**src/spi_port_defs.svh**
```systemverilog
// Constants for the serial port: field positions, reset values and timing counts
`ifndef SPI_PORT_DEFS_SVH
`define SPI_PORT_DEFS_SVH

// ----------------------------------------------------------------
// Byte and counter layout
// ----------------------------------------------------------------
`define SPI_BYTE_BITS      8
`define SPI_LAST_BIT       3'h7
`define SPI_LAST_EDGE      4'hf
`define SPI_RATE_CNT_BITS  7

// ----------------------------------------------------------------
// Synchronised pin positions
// ----------------------------------------------------------------
`define SPI_PIN_COUNT      4
`define SPI_PIN_SCK        0
`define SPI_PIN_MOSI       1
`define SPI_PIN_MISO       2
`define SPI_PIN_SS         3
`define SPI_PIN_RST        4'h8

// ----------------------------------------------------------------
// Half periods of the serial clock, in core clock cycles
// ----------------------------------------------------------------
`define SPI_HALF_DIV2      7'h01
`define SPI_HALF_DIV4      7'h02
`define SPI_HALF_DIV8      7'h04
`define SPI_HALF_DIV16     7'h08
`define SPI_HALF_DIV32     7'h10
`define SPI_HALF_DIV64     7'h20
`define SPI_HALF_DIV128    7'h40

// ----------------------------------------------------------------
// Reset values
// ----------------------------------------------------------------
`define SPI_RST_BYTE       8'h00
`define SPI_RST_FLAG       1'b0
`define SPI_RST_BITCNT     3'h0
`define SPI_RST_EDGECNT    4'h0

`endif

```
**src/spi_port_pkg.sv**
```systemverilog
// Types shared by the serial port modules
package spi_port_pkg;

	typedef logic [7:0] byte_type;

	typedef enum logic {
		stIdle,
		stShift
	} master_state_type;

endpackage : spi_port_pkg

```
**src/spi_rate_if.sv**
```systemverilog
// Link between the port core and its serial clock rate generator
interface spi_rate_if;
	logic [2:0] rateCode;  // {double speed, rate high, rate low}
	logic       run;       // Generator counts while high
	logic       tick;      // One-cycle pulse per half period of the serial clock

	modport gen  (input rateCode, input run, output tick);
	modport core (output rateCode, output run, input tick);
endinterface : spi_rate_if

```
**src/spi_master_slave_port.sv**
```systemverilog
// Byte-wide serial peripheral port, master or slave, with control and status as plain ports
//
// Operation
// (RL1) Port works only when enabled and its power gate bit is zero.
// (RL2) Master: data write starts clock generator and shifts eight bits out.
// (RL3) Master: after one byte clock stops, flag sets; interrupt if enabled.
// (RL4) Master never drives select automatically; software handles it.
// (RL5) Slave with select high idles, MISO off; loads allowed, no shifting.
// (RL6) Slave: full byte received sets flag; interrupt if enabled.
// (RL7) Master to slave on MOSI, slave to master on MISO, registers exchanged.
// (RL8) Transmit has only the shift register; receive has a holding buffer.
// (RL9) Software reads each byte before the next one completes, else lost.
// (RL10) External master keeps clock high and low phases over two cycles.
// (RL11) Enabled port overrides pin directions per role; others user defined.
// (RL12) Slave: select is input; while low, MISO drives if user enabled it.
// (RL13) Slave: select high resets bit counter and drops partial bits.
// (RL14) Master with select as output: plain general output, no effect.
// (RL15) Master with select as input: low clears master bit, becomes slave.
// (RL16) That select-low event also sets the transfer complete flag.
// (RL17) External circuitry holds select high to keep master operation.
// (RL18) Software checks master bit after interrupts and sets it again.
// (RL19) Last received byte stays in the receive buffer for reading.
// (RL20) Slave accepts new transmit data before the received byte is read.
// (RL21) Master lowers slave select to begin and raises it after packets.
// (RL22) Data write during a transfer sets the write collision flag.
// (RL23) Status read with flag set, then data access, clears both flags.
// (RL24) Master clock is core clock over 4..128, halved with double speed.
// (RL25) Polarity and phase pick four modes; setup and sample opposite edges.
// (RL26) Interrupt stays asserted while flag and interrupt enable are set.
`include "spi_port_defs.svh"

module spi_master_slave_port (
	input  wire logic                 core_clk,              // Core clock, 250 MHz
	input  wire logic                 rst,                   // Asynchronous reset, active high
	// Control
	input  wire logic                 serialPortPowerGate,   // High keeps the port powered down
	input  wire logic                 portEnable,            // Port enable
	input  wire logic                 portInterruptEnable,   // Interrupt enable
	input  wire logic                 dataOrderLsbFirst,     // High sends least significant bit first
	input  wire logic                 masterSelectSet,       // Pulse: select master role
	input  wire logic                 masterSelectClear,     // Pulse: select slave role
	input  wire logic                 clockPolarity,         // High: serial clock idles high
	input  wire logic                 clockPhase,            // High: sample on trailing edge
	input  wire logic                 rateSelectHigh,        // Rate select, upper bit
	input  wire logic                 rateSelectLow,         // Rate select, lower bit
	input  wire logic                 doubleSpeedBit,        // Doubles the master clock rate
	input  wire logic                 interruptAck,          // Pulse: interrupt vector entered
	// Data and status access
	input  wire logic                 dataWrite,             // Pulse: write to data register
	input  wire spi_port_pkg::byte_type dataWdata,           // Data written
	input  wire logic                 dataRead,              // Pulse: read of data register
	output      spi_port_pkg::byte_type dataRdata,           // Receive buffer
	input  wire logic                 statusRead,            // Pulse: read of status register
	output      logic                 transferCompleteFlag,  // Transfer complete flag
	output      logic                 writeCollisionFlag,    // Write collision flag
	output      logic                 masterSelectBit,       // Current role, high for master
	output      logic                 transferBusy,          // Byte in progress
	output      logic                 irq,                   // Interrupt request, active high
	// User pin directions, high for output
	input  wire logic                 dirSck,                // Serial clock pin direction
	input  wire logic                 dirMosi,               // MOSI pin direction
	input  wire logic                 dirMiso,               // MISO pin direction
	input  wire logic                 dirSs,                 // Select pin direction
	input  wire logic                 ssOutValue,            // Select level when used as output
	// Pins
	input  wire logic                 sckIn,                 // Serial clock pin level
	output      logic                 sckOut,                // Serial clock drive value
	output      logic                 sckOe,                 // Serial clock output enable
	input  wire logic                 mosiIn,                // MOSI pin level
	output      logic                 mosiOut,               // MOSI drive value
	output      logic                 mosiOe,                // MOSI output enable
	input  wire logic                 misoIn,                // MISO pin level
	output      logic                 misoOut,               // MISO drive value
	output      logic                 misoOe,                // MISO output enable
	input  wire logic                 ssNIn,                 // Select pin level, active low
	output      logic                 ssNOut,                // Select drive value
	output      logic                 ssNOe                  // Select output enable
);

	// ----------------------------------------------------------------
	// Declarations
	// ----------------------------------------------------------------
	spi_port_pkg::master_state_type state_q;
	spi_port_pkg::byte_type         shift_q;
	spi_port_pkg::byte_type         shifted;
	spi_port_pkg::byte_type         rxBuf_q;
	spi_port_pkg::byte_type         mRx_q;
	spi_port_pkg::byte_type         mRxNext;
	logic [1:0]                     mSamp_q;
	logic [1:0]                     mLast_q;
	logic [`SPI_PIN_COUNT-1:0]      pinsSync;
	logic [2:0]                     bitCnt_q;
	logic [3:0]                     edgeCnt_q;
	logic                           masterSel_q;
	logic                           sckLevel_q;
	logic                           sckPrev_q;
	logic                           dataOut_q;
	logic                           ssOut_q;
	logic                           tcFlag_q;
	logic                           wcFlag_q;
	logic                           tcArm_q;
	logic                           wcArm_q;
	logic                           enabled;
	logic                           ssLow;
	logic                           sckS;
	logic                           inBit;
	logic                           modeFault;
	logic                           slaveActive;
	logic                           slaveIdle;
	logic                           slaveEdge;
	logic                           masterTick;
	logic                           edgeEv;
	logic                           leadEv;
	logic                           sampleEv;
	logic                           setupEv;
	logic                           busy;
	logic                           writeOk;
	logic                           startMaster;
	logic                           masterDone;
	logic                           slaveDone;
	logic                           dataAccess;

	spi_rate_if rate ();

	function automatic logic outBitOf(input spi_port_pkg::byte_type v, input logic lsbFirst);
		outBitOf = lsbFirst ? v[0] : v[`SPI_BYTE_BITS-1];
	endfunction : outBitOf

	// ----------------------------------------------------------------
	// Submodules
	// ----------------------------------------------------------------
	spi_pin_sync #(
		.N       (`SPI_PIN_COUNT),
		.RST_VAL (`SPI_PIN_RST)
	) uSync (
		.core_clk (core_clk),
		.rst      (rst),
		.pinsIn   ({ssNIn, misoIn, mosiIn, sckIn}),
		.pinsSync (pinsSync)
	);

	spi_rate_gen #(
		.CNT_W (`SPI_RATE_CNT_BITS)
	) uRate (
		.core_clk (core_clk),
		.rst      (rst),
		.rate     (rate.gen)
	);

	assign rate.rateCode = {doubleSpeedBit, rateSelectHigh, rateSelectLow};  // see (RL24)
	assign rate.run      = (state_q == spi_port_pkg::stShift);

	// ----------------------------------------------------------------
	// Role and edge decoding
	// ----------------------------------------------------------------
	assign enabled     = portEnable && !serialPortPowerGate;                  // see (RL1)
	assign ssLow       = !pinsSync[`SPI_PIN_SS];
	assign sckS        = pinsSync[`SPI_PIN_SCK];
	assign modeFault   = enabled && masterSel_q && !dirSs && ssLow;            // see (RL15)
	assign slaveActive = enabled && !masterSel_q && ssLow;                     // see (RL12)
	assign slaveIdle   = !masterSel_q && !ssLow;
	// Edges are taken from the synchronised clock, so phases must last over two cycles
	assign slaveEdge   = slaveActive && (sckS != sckPrev_q);                   // see (RL10)
	assign masterTick  = rate.run && rate.tick;
	assign edgeEv      = masterTick || slaveEdge;
	assign leadEv      = masterSel_q ? (sckLevel_q == clockPolarity) : (sckPrev_q == clockPolarity);
	assign sampleEv    = edgeEv && (leadEv != clockPhase);                     // see (RL25)
	assign setupEv     = edgeEv && (leadEv == clockPhase);
	assign inBit       = masterSel_q ? pinsSync[`SPI_PIN_MISO] : pinsSync[`SPI_PIN_MOSI];  // see (RL7)
	assign shifted     = dataOrderLsbFirst ? {inBit, shift_q[7:1]} : {shift_q[6:0], inBit};
	assign mRxNext     = dataOrderLsbFirst ? {pinsSync[`SPI_PIN_MISO], mRx_q[7:1]}
	                                       : {mRx_q[6:0], pinsSync[`SPI_PIN_MISO]};

	assign masterDone  = masterTick && (edgeCnt_q == `SPI_LAST_EDGE);         // see (RL3)
	assign slaveDone   = slaveEdge && sampleEv && (bitCnt_q == `SPI_LAST_BIT); // see (RL6)

	// The single shift register is the transmit path, so a busy port refuses data
	assign busy        = rate.run || (slaveActive && (bitCnt_q != `SPI_RST_BITCNT));  // see (RL8)
	assign writeOk     = dataWrite && enabled && !busy;                        // see (RL20)
	assign startMaster = writeOk && masterSel_q && !modeFault;                 // see (RL2)
	assign dataAccess  = dataWrite || dataRead;

	// ----------------------------------------------------------------
	// Master clock sequencer
	// ----------------------------------------------------------------
	always_ff @(posedge core_clk or posedge rst) begin
		if (rst) begin
			state_q <= spi_port_pkg::stIdle;
		end else if (!enabled || modeFault || masterDone) begin
			state_q <= spi_port_pkg::stIdle;                                   // see (RL3)
		end else if (startMaster) begin
			state_q <= spi_port_pkg::stShift;                                  // see (RL2)
		end
	end

	always_ff @(posedge core_clk or posedge rst) begin
		if (rst) begin
			edgeCnt_q  <= `SPI_RST_EDGECNT;
			sckLevel_q <= `SPI_RST_FLAG;
		end else if (state_q == spi_port_pkg::stIdle || startMaster) begin
			edgeCnt_q  <= `SPI_RST_EDGECNT;
			sckLevel_q <= clockPolarity;
		end else if (masterTick) begin
			edgeCnt_q  <= edgeCnt_q + 4'h1;
			sckLevel_q <= !sckLevel_q;
		end
	end

	always_ff @(posedge core_clk or posedge rst) begin
		if (rst) begin
			sckPrev_q <= `SPI_RST_FLAG;
		end else begin
			sckPrev_q <= sckS;
		end
	end

	// ----------------------------------------------------------------
	// Shift register and bit counter
	// ----------------------------------------------------------------
	always_ff @(posedge core_clk or posedge rst) begin
		if (rst) begin
			shift_q <= `SPI_RST_BYTE;
		end else if (writeOk) begin
			shift_q <= dataWdata;
		end else if (enabled && slaveIdle && (bitCnt_q != `SPI_RST_BITCNT)) begin
			shift_q <= `SPI_RST_BYTE;                                          // see (RL13)
		end else if (sampleEv) begin
			shift_q <= shifted;                                                // see (RL7)
		end
	end

	always_ff @(posedge core_clk or posedge rst) begin
		if (rst) begin
			bitCnt_q <= `SPI_RST_BITCNT;
		end else if (!enabled || slaveIdle || startMaster || modeFault) begin
			bitCnt_q <= `SPI_RST_BITCNT;                                       // see (RL13)
		end else if (sampleEv) begin
			bitCnt_q <= bitCnt_q + 3'h1;
		end
	end

	// Output bit is held in a flop so within a byte it changes only on setup edges
	always_ff @(posedge core_clk or posedge rst) begin
		if (rst) begin
			dataOut_q <= `SPI_RST_FLAG;
		end else if (writeOk) begin
			dataOut_q <= outBitOf(dataWdata, dataOrderLsbFirst);
		end else if (slaveIdle) begin
			dataOut_q <= outBitOf(shift_q, dataOrderLsbFirst);                 // see (RL5)
		end else if (setupEv) begin
			dataOut_q <= outBitOf(shift_q, dataOrderLsbFirst);                 // see (RL25)
		end
	end

	// Synced MISO lags its pin by two cycles, so the master captures two cycles after each sample edge
	always_ff @(posedge core_clk or posedge rst) begin
		if (rst) begin
			mSamp_q <= 2'h0;
			mLast_q <= 2'h0;
		end else begin
			mSamp_q <= {mSamp_q[0], masterTick && sampleEv};
			mLast_q <= {mLast_q[0], masterTick && sampleEv && (edgeCnt_q[3:1] == 3'h7)};
		end
	end

	always_ff @(posedge core_clk or posedge rst) begin
		if (rst) begin
			mRx_q <= `SPI_RST_BYTE;
		end else if (mSamp_q[1]) begin
			mRx_q <= mRxNext;                                                  // see (RL7)
		end
	end

	// Earlier byte is overwritten when software has not read it in time
	always_ff @(posedge core_clk or posedge rst) begin
		if (rst) begin
			rxBuf_q <= `SPI_RST_BYTE;
		end else if (mSamp_q[1] && mLast_q[1]) begin
			rxBuf_q <= mRxNext;                                                // see (RL19)
		end else if (slaveDone) begin
			rxBuf_q <= shifted;                                                // see (RL19)
		end
	end

	// ----------------------------------------------------------------
	// Role bit
	// ----------------------------------------------------------------
	// A hardware clear beats a software set: the select pin is still low
	always_ff @(posedge core_clk or posedge rst) begin
		if (rst) begin
			masterSel_q <= `SPI_RST_FLAG;
		end else if (modeFault || masterSelectClear) begin
			masterSel_q <= 1'b0;                                               // see (RL15)
		end else if (masterSelectSet) begin
			masterSel_q <= 1'b1;
		end
	end

	// ----------------------------------------------------------------
	// Status flags
	// ----------------------------------------------------------------
	always_ff @(posedge core_clk or posedge rst) begin
		if (rst) begin
			tcFlag_q <= `SPI_RST_FLAG;
		end else if (masterDone || slaveDone || modeFault) begin
			tcFlag_q <= 1'b1;                                                  // see (RL16)
		end else if ((tcArm_q && dataAccess) || interruptAck) begin
			tcFlag_q <= 1'b0;                                                  // see (RL23)
		end
	end

	always_ff @(posedge core_clk or posedge rst) begin
		if (rst) begin
			wcFlag_q <= `SPI_RST_FLAG;
		end else if (dataWrite && enabled && busy) begin
			wcFlag_q <= 1'b1;                                                  // see (RL22)
		end else if ((tcArm_q || wcArm_q) && dataAccess) begin
			wcFlag_q <= 1'b0;                                                  // see (RL23)
		end
	end

	// An armed complete flag lets the following data access clear both flags; an armed collision flag clears only itself
	always_ff @(posedge core_clk or posedge rst) begin
		if (rst) begin
			tcArm_q <= `SPI_RST_FLAG;
			wcArm_q <= `SPI_RST_FLAG;
		end else if (statusRead) begin
			tcArm_q <= tcFlag_q;
			wcArm_q <= wcFlag_q;
		end else if (dataAccess || interruptAck) begin
			tcArm_q <= 1'b0;
			wcArm_q <= 1'b0;                                                   // see (RL23)
		end
	end

	// ----------------------------------------------------------------
	// Pins
	// ----------------------------------------------------------------
	always_ff @(posedge core_clk or posedge rst) begin
		if (rst) begin
			ssOut_q <= 1'b1;
		end else begin
			ssOut_q <= ssOutValue;                                             // see (RL4)
		end
	end

	assign sckOut  = sckLevel_q;
	assign sckOe   = enabled && masterSel_q && dirSck;                         // see (RL11)
	assign mosiOut = dataOut_q;
	assign mosiOe  = enabled && masterSel_q && dirMosi;                        // see (RL11)
	assign misoOut = dataOut_q;
	assign misoOe  = slaveActive && dirMiso;                                   // see (RL12)
	assign ssNOut  = ssOut_q;
	// Select is a plain output for a master; an enabled slave never drives it
	assign ssNOe   = dirSs && !(enabled && !masterSel_q);                      // see (RL14)

	// ----------------------------------------------------------------
	// Status outputs
	// ----------------------------------------------------------------
	assign dataRdata            = rxBuf_q;
	assign transferCompleteFlag = tcFlag_q;
	assign writeCollisionFlag   = wcFlag_q;
	assign masterSelectBit      = masterSel_q;
	assign transferBusy         = busy;
	assign irq                  = tcFlag_q && portInterruptEnable;            // see (RL26)

endmodule : spi_master_slave_port

```
**src/spi_pin_sync.sv**
```systemverilog
// Two-stage synchronisers for the serial port input pins
`include "spi_port_defs.svh"

module spi_pin_sync #(
	parameter int           N       = `SPI_PIN_COUNT,
	parameter logic [N-1:0] RST_VAL = '0
) (
	input  wire logic         core_clk,  // Core clock
	input  wire logic         rst,       // Asynchronous reset, active high
	input  wire logic [N-1:0] pinsIn,    // Raw pin levels
	output      logic [N-1:0] pinsSync   // Synchronised pin levels
);

	if (N < 1) begin : gCheck
		$error("spi_pin_sync needs at least one pin");
	end

	// ----------------------------------------------------------------
	// One synchroniser per pin; the first stage feeds only the second
	// ----------------------------------------------------------------
	for (genvar i = 0; i < N; i++) begin : gSync
		logic meta_q;
		always_ff @(posedge core_clk or posedge rst) begin
			if (rst) begin
				meta_q      <= RST_VAL[i];
				pinsSync[i] <= RST_VAL[i];
			end else begin
				meta_q      <= pinsIn[i];
				pinsSync[i] <= meta_q;
			end
		end
	end

endmodule : spi_pin_sync

```
**src/spi_rate_gen.sv**
```systemverilog
// Serial clock rate generator: one tick per half period of the serial clock
`include "spi_port_defs.svh"

module spi_rate_gen #(
	parameter int CNT_W = `SPI_RATE_CNT_BITS
) (
	input  wire logic core_clk,  // Core clock
	input  wire logic rst,       // Asynchronous reset, active high
	spi_rate_if.gen   rate       // Rate code in, tick out
);

	if (CNT_W < `SPI_RATE_CNT_BITS) begin : gCheck
		$error("spi_rate_gen counter too narrow for the slowest rate");
	end

	logic [CNT_W-1:0] cnt_q;
	logic [CNT_W-1:0] half;

	// ----------------------------------------------------------------
	// Divider selection
	// ----------------------------------------------------------------
	always_comb begin
		unique case (rate.rateCode)
			3'h0: half = CNT_W'(`SPI_HALF_DIV4);
			3'h1: half = CNT_W'(`SPI_HALF_DIV16);
			3'h2: half = CNT_W'(`SPI_HALF_DIV64);
			3'h3: half = CNT_W'(`SPI_HALF_DIV128);
			3'h4: half = CNT_W'(`SPI_HALF_DIV2);
			3'h5: half = CNT_W'(`SPI_HALF_DIV8);
			3'h6: half = CNT_W'(`SPI_HALF_DIV32);
			3'h7: half = CNT_W'(`SPI_HALF_DIV64);
		endcase
	end

	assign rate.tick = rate.run && (cnt_q == half - CNT_W'(1));

	// Restarting from zero on every run keeps the first half period full length
	always_ff @(posedge core_clk or posedge rst) begin
		if (rst) begin
			cnt_q <= '0;
		end else if (!rate.run || rate.tick) begin
			cnt_q <= '0;
		end else begin
			cnt_q <= cnt_q + CNT_W'(1);
		end
	end

endmodule : spi_rate_gen

```
**config.mk**
```make
export PLATFORM = sky130hd
export DESIGN_NAME = spi_master_slave_port
export DESIGN_NICKNAME = d
export VERILOG_FILES = /design/src/spi_port_pkg.sv /design/src/spi_rate_if.sv /design/src/spi_master_slave_port.sv /design/src/spi_pin_sync.sv /design/src/spi_rate_gen.sv
export VERILOG_INCLUDE_DIRS = /design/src /design/src/src
export SDC_FILE = /design/constraint.sdc
export NUM_CORES = 1
export LEC_CHECK = 0
export BUFFER_PORTS_ARGS = -buffer_cell sky130_fd_sc_hd__buf_2
export CAP_MARGIN = 15
export CORE_ASPECT_RATIO = 0.5
export CORE_MARGIN = 2
export CORE_UTILIZATION = 30
export DETAILED_ROUTE_END_ITERATION = 12
export GPL_TIMING_DRIVEN = 0
export SLEW_MARGIN = 0
export SYNTH_ARGS = -nofsm -noshare
export SYNTH_HDL_FRONTEND = slang
export SYNTH_SLANG_ARGS = --single-unit
```
**constraint.sdc**
```tcl
create_clock -name core_clk -period 6 [get_ports core_clk]
set_clock_uncertainty 0.1 [all_clocks]
set_input_delay 1.2 -clock core_clk [delete_from_list [all_inputs] [get_ports core_clk]]
set_output_delay 1.2 -clock core_clk [all_outputs]
set_load 0.02 [all_outputs]
```
# After elaboration in Yosys (flattened, before gate mapping)
# Memories as Yosys holds them, arrays and structs flattened.
# Cells that the tools add are included.
# word_totals
n_memories	1
output_inout_bits	21
in_bits	34
romBits	56
elab_cells	143
reg_bits	60
# op_classes
reduce_logical	70
muxes	32
n_eq_ne	9
addsub	4
n_bitwise	1
# mem_list
memory	words	width	read_ports	rd_clocked_by_memory_dff	write_ports	line_no	text
(no name shown)	8	7	1	0	0	spi_rate_gen.sv:23	unique case (rate.rateCode)
# op_table
op	count
8-bit 2-to-1 mux	7
1-bit logical AND	33
1-bit 2-to-1 mux	20
1-bit logical OR	16
2-bit nonzero test	8
1-bit logical NOT	10
3-bit nonzero test	3
4-bit 2-to-1 mux	2
7-bit by 1-bit adder with 7-bit output (second input constant)	1
7-bit == test	1
7-bit 2-to-1 mux	1
7-bit by 1-bit subtractor with 7-bit output (second input constant)	1
3-bit == test (second input constant)	2
3-bit 2-to-1 mux	2
4-bit by 1-bit adder with 4-bit output (second input constant)	1
4-bit == test (second input constant)	1
3-bit by 1-bit adder with 3-bit output (second input constant)	1
1-bit == test	3
1-bit inequality test	2
1-bit inverter	1

# Logic depth before layout (Yosys ltp)
# logic_depth
depth_word	13
mapped_depth	13

# Hierarchy
# From an unflattened synthesis, not the netlist that was laid out.
# hier_totals
hier_cells	281
area_unflattened_um2	3084.2
# by_module_without_submodules
module	area_each_um2	seq_area_each_um2	n_inst	cells_each
spi_master_slave_port	2306.0	1127.3	1	215
spi_rate_gen	571.8	175.2	1	57
spi_pin_sync	206.4	202.7	1	9

# Worst setup path before layout
# OpenSTA, ideal clock, no wires.
# synth_timing
path_type	in2reg
startpoint	input rateSelectLow
endpoint	register dataOut_q, in the netlist misoOut
arrival_time_ns	3.526
setup_time_ns	0.125
stages	12
setup_slack_ns	2.249
path_cell_list	buf_2 -> nor3b_4 -> inv_1 -> ha_1 -> buf_2 -> nor2_1 -> a41oi_1 -> a2111o_1 -> a211oi_2 -> a21oi_2 -> o21ai_0 -> mux2_2
# synth_via
elab_chain_len	8
# synth_lines
element	line_no	text
start, declared	spi_master_slave_port.sv:45	input wire logic rateSelectLow,
memory 8 x 7 bit	n/a	
7-bit by 1-bit subtractor with 7-bit output	spi_rate_gen.sv:35	assign rate.tick = rate.run && (cnt_q == half - CNT_W'(1));
7-bit == test	spi_rate_gen.sv:35	
1-bit logical AND	spi_rate_gen.sv:35	
1-bit logical AND	spi_master_slave_port.sv:164	assign masterTick = rate.run && rate.tick;
1-bit logical OR	spi_master_slave_port.sv:165	assign edgeEv = masterTick || slaveEdge;
1-bit logical AND	spi_master_slave_port.sv:168	assign setupEv = edgeEv && (leadEv == clockPhase);
3-bit nonzero test (no source line)	n/a	
end signal, assigned	spi_master_slave_port.sv:245	dataOut_q <= `SPI_RST_FLAG;
end signal, assigned	spi_master_slave_port.sv:247	dataOut_q <= outBitOf(dataWdata, dataOrderLsbFirst);
end signal, assigned	spi_master_slave_port.sv:249	dataOut_q <= outBitOf(shift_q, dataOrderLsbFirst);
end, declared	spi_master_slave_port.sv:97	logic dataOut_q;
# Every way passes these cells.
# A chain may end at the register's enable or synchronous reset.

# Worst setup path after layout
# layout_timing
startpoint	input rateSelectLow
endpoint	register shift_q[3]
# layout_via
elab_chain_len	8
# layout_lines
element	line_no	text
memory 8 x 7 bit	n/a	
7-bit by 1-bit subtractor with 7-bit output	spi_rate_gen.sv:35	
7-bit == test	spi_rate_gen.sv:35	
1-bit logical AND	spi_rate_gen.sv:35	
1-bit logical AND	spi_master_slave_port.sv:164	
1-bit logical OR	spi_master_slave_port.sv:165	
1-bit logical AND	spi_master_slave_port.sv:167	assign sampleEv = edgeEv && (leadEv != clockPhase);
3-bit nonzero test (no source line)	n/a	
end signal, assigned	spi_master_slave_port.sv:222	shift_q <= `SPI_RST_BYTE;
end signal, assigned	spi_master_slave_port.sv:224	shift_q <= dataWdata;
end signal, assigned	spi_master_slave_port.sv:226	shift_q <= `SPI_RST_BYTE;
end, declared	spi_master_slave_port.sv:84	spi_port_pkg::byte_type shift_q;
# Every way passes these cells.

==> summary.md <==
| Metric | Value |
|---|---|
| Tot GR Track Use | 0.126 |
| RSZ-0062 raised after global routing | no |
| Static leakage | between 1.5 and 2 nW |
| CP endpoint kind | register |
| Layout Cells excl Fill | between 500 and 600 |
| Min-Delay Path Class | reg2reg |
| Final core utilization | 0.378 |
| Drt wl/cell | between 10 and 15 µm |
| Port bufs | 53 |
| Setup CP Type | in2reg |
| Cts repair resizes | 0 |
| Area Growth Syn to Fin | 23.6% |
| H-Tree Depth | 3 |
| Async S/R FF share, synth | 1.00 |
| TritonRoute pass-1 iters | 4 |
| Routed WL | a little under 7000 µm |
| CTS tree | built |
| Final setup viols | 0 |
| # rows | 26 |
| Synth warn | 0 |
| Worst Path Required | just over 6 ns |
| Final net count | 413 |
| Design area | 0.00382 mm² |
| Clk pin slew, worst setup/hold paths | approximately 0.050 ns |
| WP data arrival | between 4 and 5 ns |
| Tmin final | just under 4 ns |
| Post-DP HPWL | 5070 µm |
| Hold Fails Final Rpt | 0 |
| Vias per Instance | about 4.7 |
| DR vias | roughly 2.5k |
| Status | completed |
| TritonCTS buffer count | 9 |
| Crit path buf inv count | 5 |
| Syn Nets | ~350 |
| First-pass GRT wire length | ~11000 µm |
| Syn Inst Count | between 300 and 400 |
| GRT Residual Overflow | 0 |
| Prevailing post-synth register cell | dfrtp_1 |
| Slew Limit Fails | 0 |
| Peak VDD IR | between 0.15 and 0.2 mV |
| Number of flops mapped to enable cells by yosys | 0 |
| Storage element area | roughly 0.0015 mm² |
| Worst-margin pin slew | 0.746 ns |
| Die Wd | about 150 µm |
| Critical-path cell list | buf_2 -> buf_2 -> nor3b_4 -> inv_1 -> ha_1 -> buf_2 -> nor2_1 -> a41oi_1 -> a2111o_1 -> a211oi_2 -> a21oi_2 -> buf_6 -> o21ai_4 -> a2bb2oi_1 |
| Max incr delay on CP | approximately 0.46 ns |
| Post-Syn Area | slightly above 0.003 mm² |
| Flops & latches, synth | 60 |
| Period utilization | 0.652 |
| Largest net degree at the start of global routing | 43 |
| # DRC | 0 |
| Headroom to the max-slew limit | 0.499 |
| Post-CTS setup buffer count | 0 |
| Syn_area_per_cell | 10.0 µm² |
| Fill count | 1002 |
| Core Region | 0.0101 mm² |
| CP top delay family | compound AO/OA/AOI/OAI gates |
| Hold slack | roughly 0.25 ns |
| Setup_tns | 0 ns |
| Most frequent cells in the layout | buf_2, dfrtp_1, nand2_1 |
| Die area | between 0.01 and 0.015 mm² |
| Iter 0 DRT Violations | approximately 150 |
| Crit path top cell by count | buf_2 |
| Power Density | 274 mW/mm² |
| Final ANT Viol Nets | 0 |
| Hold buffer count at cts | 0 |
| Root buffer cell | clkbuf_16 |
| Clock Sinks | 60 |
| CP startpoint kind | input pin |
| Flop-to-flop setup slack | about 3.2 ns |
| Vias in the first global route | 2279 |
| Multi-input logic area | 0.00147 mm² |
| Setup WS pre-CTS | around 1.8 ns |
| Final estimated routing congestion in global placement | around 0.77 |
| Initial antenna violation count | 0 |
| I/O pin total | 55 |
| Worst path slowest cell | a2111o_1 |
| Layout cells sized above 1 | 0.241 |
| Placed Area | around 0.0036 mm² |
| Peak fanout along the critical path | 10 |
| Starting Density | 0.306 |
| Die H | 75.8 µm |
| MaxCap Viol Count | 0 |
| Setup ws final | around 2.1 ns |
| FMAX | around 0.26 GHz |
| Synth unique cells | between 50 and 60 |
| Sequential-to-total area share from yosys stat | 0.486 |
| N_diodes | 0 |
| Clock Path Buffers | 2 |
| Placed Cells | 502 |
| Design Power | approximately 1.0 mW |
| Clock Latency Late Sink | about 0.32 ns |
| Leading cell type in the layout, fill and taps excluded | buf_2 |
==> where the power goes <==
| part | internal (mW) | switching (mW) |
|---|---|---|
| sequential | 0.428 | 0.0190 |
| clock | 0.287 | 0.174 |
| combinational | 0.0596 | 0.0805 |
==> cell type report <==
type,count,share of cell area
clock buffers,11,0.0635
well taps,140,0.0458
plain buffers,17,0.0216
inverters,11,0.0108
clock inverters,5,0.00720
multi-input cells,220,0.383
repair buffers,54,0.0746
flip-flops and latches,60,0.394
==> flip-flops by register name, indices dropped and copies added, names as in the netlist, 2 cells and up <==
register / count
dataRdata: 8
mRx_q: 8
shift_q: 8
uRate.cnt_q: 7
edgeCnt_q: 4
uSync.gSync.meta_q: 4
uSync.pinsSync: 4
bitCnt_q: 3
mLast_q: 2
mSamp_q: 2
==> logic make-up after synthesis <==
logic type	Yosys count	synth area share
buffers and inverters	28	0.0400
XOR/XNOR	18	0.0509
AND/OR/NAND/NOR	98	0.152
flip-flops	60	0.486
AO/OA/AOI/OAI	72	0.157
adder cells (fa/ha/maj)	6	0.0243
multiplexers	26	0.0890
==> synthesized netlist by cell type, types with 2 or more instances <==
master / instances / area [µm²]
dfstp_2: 3 / 78.8
dfrtp_1: 57 / 1430
nand4b_1: 2 / 17.5
nand2_1: 38 / 143
o21ai_0: 23 / 115
a2bb2oi_1: 7 / 61.3
ha_1: 6 / 75.1
and3_1: 7 / 43.8
xor2_1: 8 / 70.1
mux2i_1: 23 / 230
buf_2: 6 / 30.0
a31oi_1: 3 / 18.8
a21boi_0: 3 / 22.5
nor2_1: 27 / 101
mux2_2: 2 / 22.5
nor3_1: 3 / 15.0
xnor2_1: 10 / 87.6
nor2b_1: 2 / 12.5
clkbuf_1: 8 / 30.0
a211oi_1: 4 / 30.0
nand3_1: 5 / 25.0
nand2b_1: 3 / 18.8
a21oi_1: 12 / 60.1
o21bai_1: 2 / 15.0
a41oi_1: 2 / 17.5
inv_1: 11 / 41.3
or2b_1: 2 / 15.0
o211ai_1: 6 / 45.0
==> routing by layer <==
layer / GRT usage / vias to the layer above / part of all wire
met5: 0 / - / 0
met4: 0.0481 / 0 / 0.012
met3: 0.0287 / 9 / 0.026
met2: 0.199 / 30 / 0.45
met1: 0.173 / 1202 / 0.51
li1: - / 1209 / -
==> worst paths after layout <==
path | from | end | depth (start not counted)
max in group asynchronous | rst | rate.run | 3
hold / removal | mLast_q[0] | mLast_q[1] | 0
setup reg to reg | masterSelectBit | dataRdata[3] | 9
min in group asynchronous | rst | uSync.gSync[1].meta_q | 2
hold reg to reg | mLast_q[0] | mLast_q[1] | 0
setup / recovery | rateSelectLow | shift_q[3] | 14
==> worst reg2reg max path, delay by kind of cell, from the launching register on <==
family                    cells  cell delay [ns]
and+or+nand+nor               2             0.35
xor gates and xnor gates      1             0.60
muxes                         1             0.32
buffers and inverters         3             0.78
DFF                           1             0.34
AOI/OAI and AO/OA             2             0.20
No activity file was read; power rests on OpenSTA's default activity.
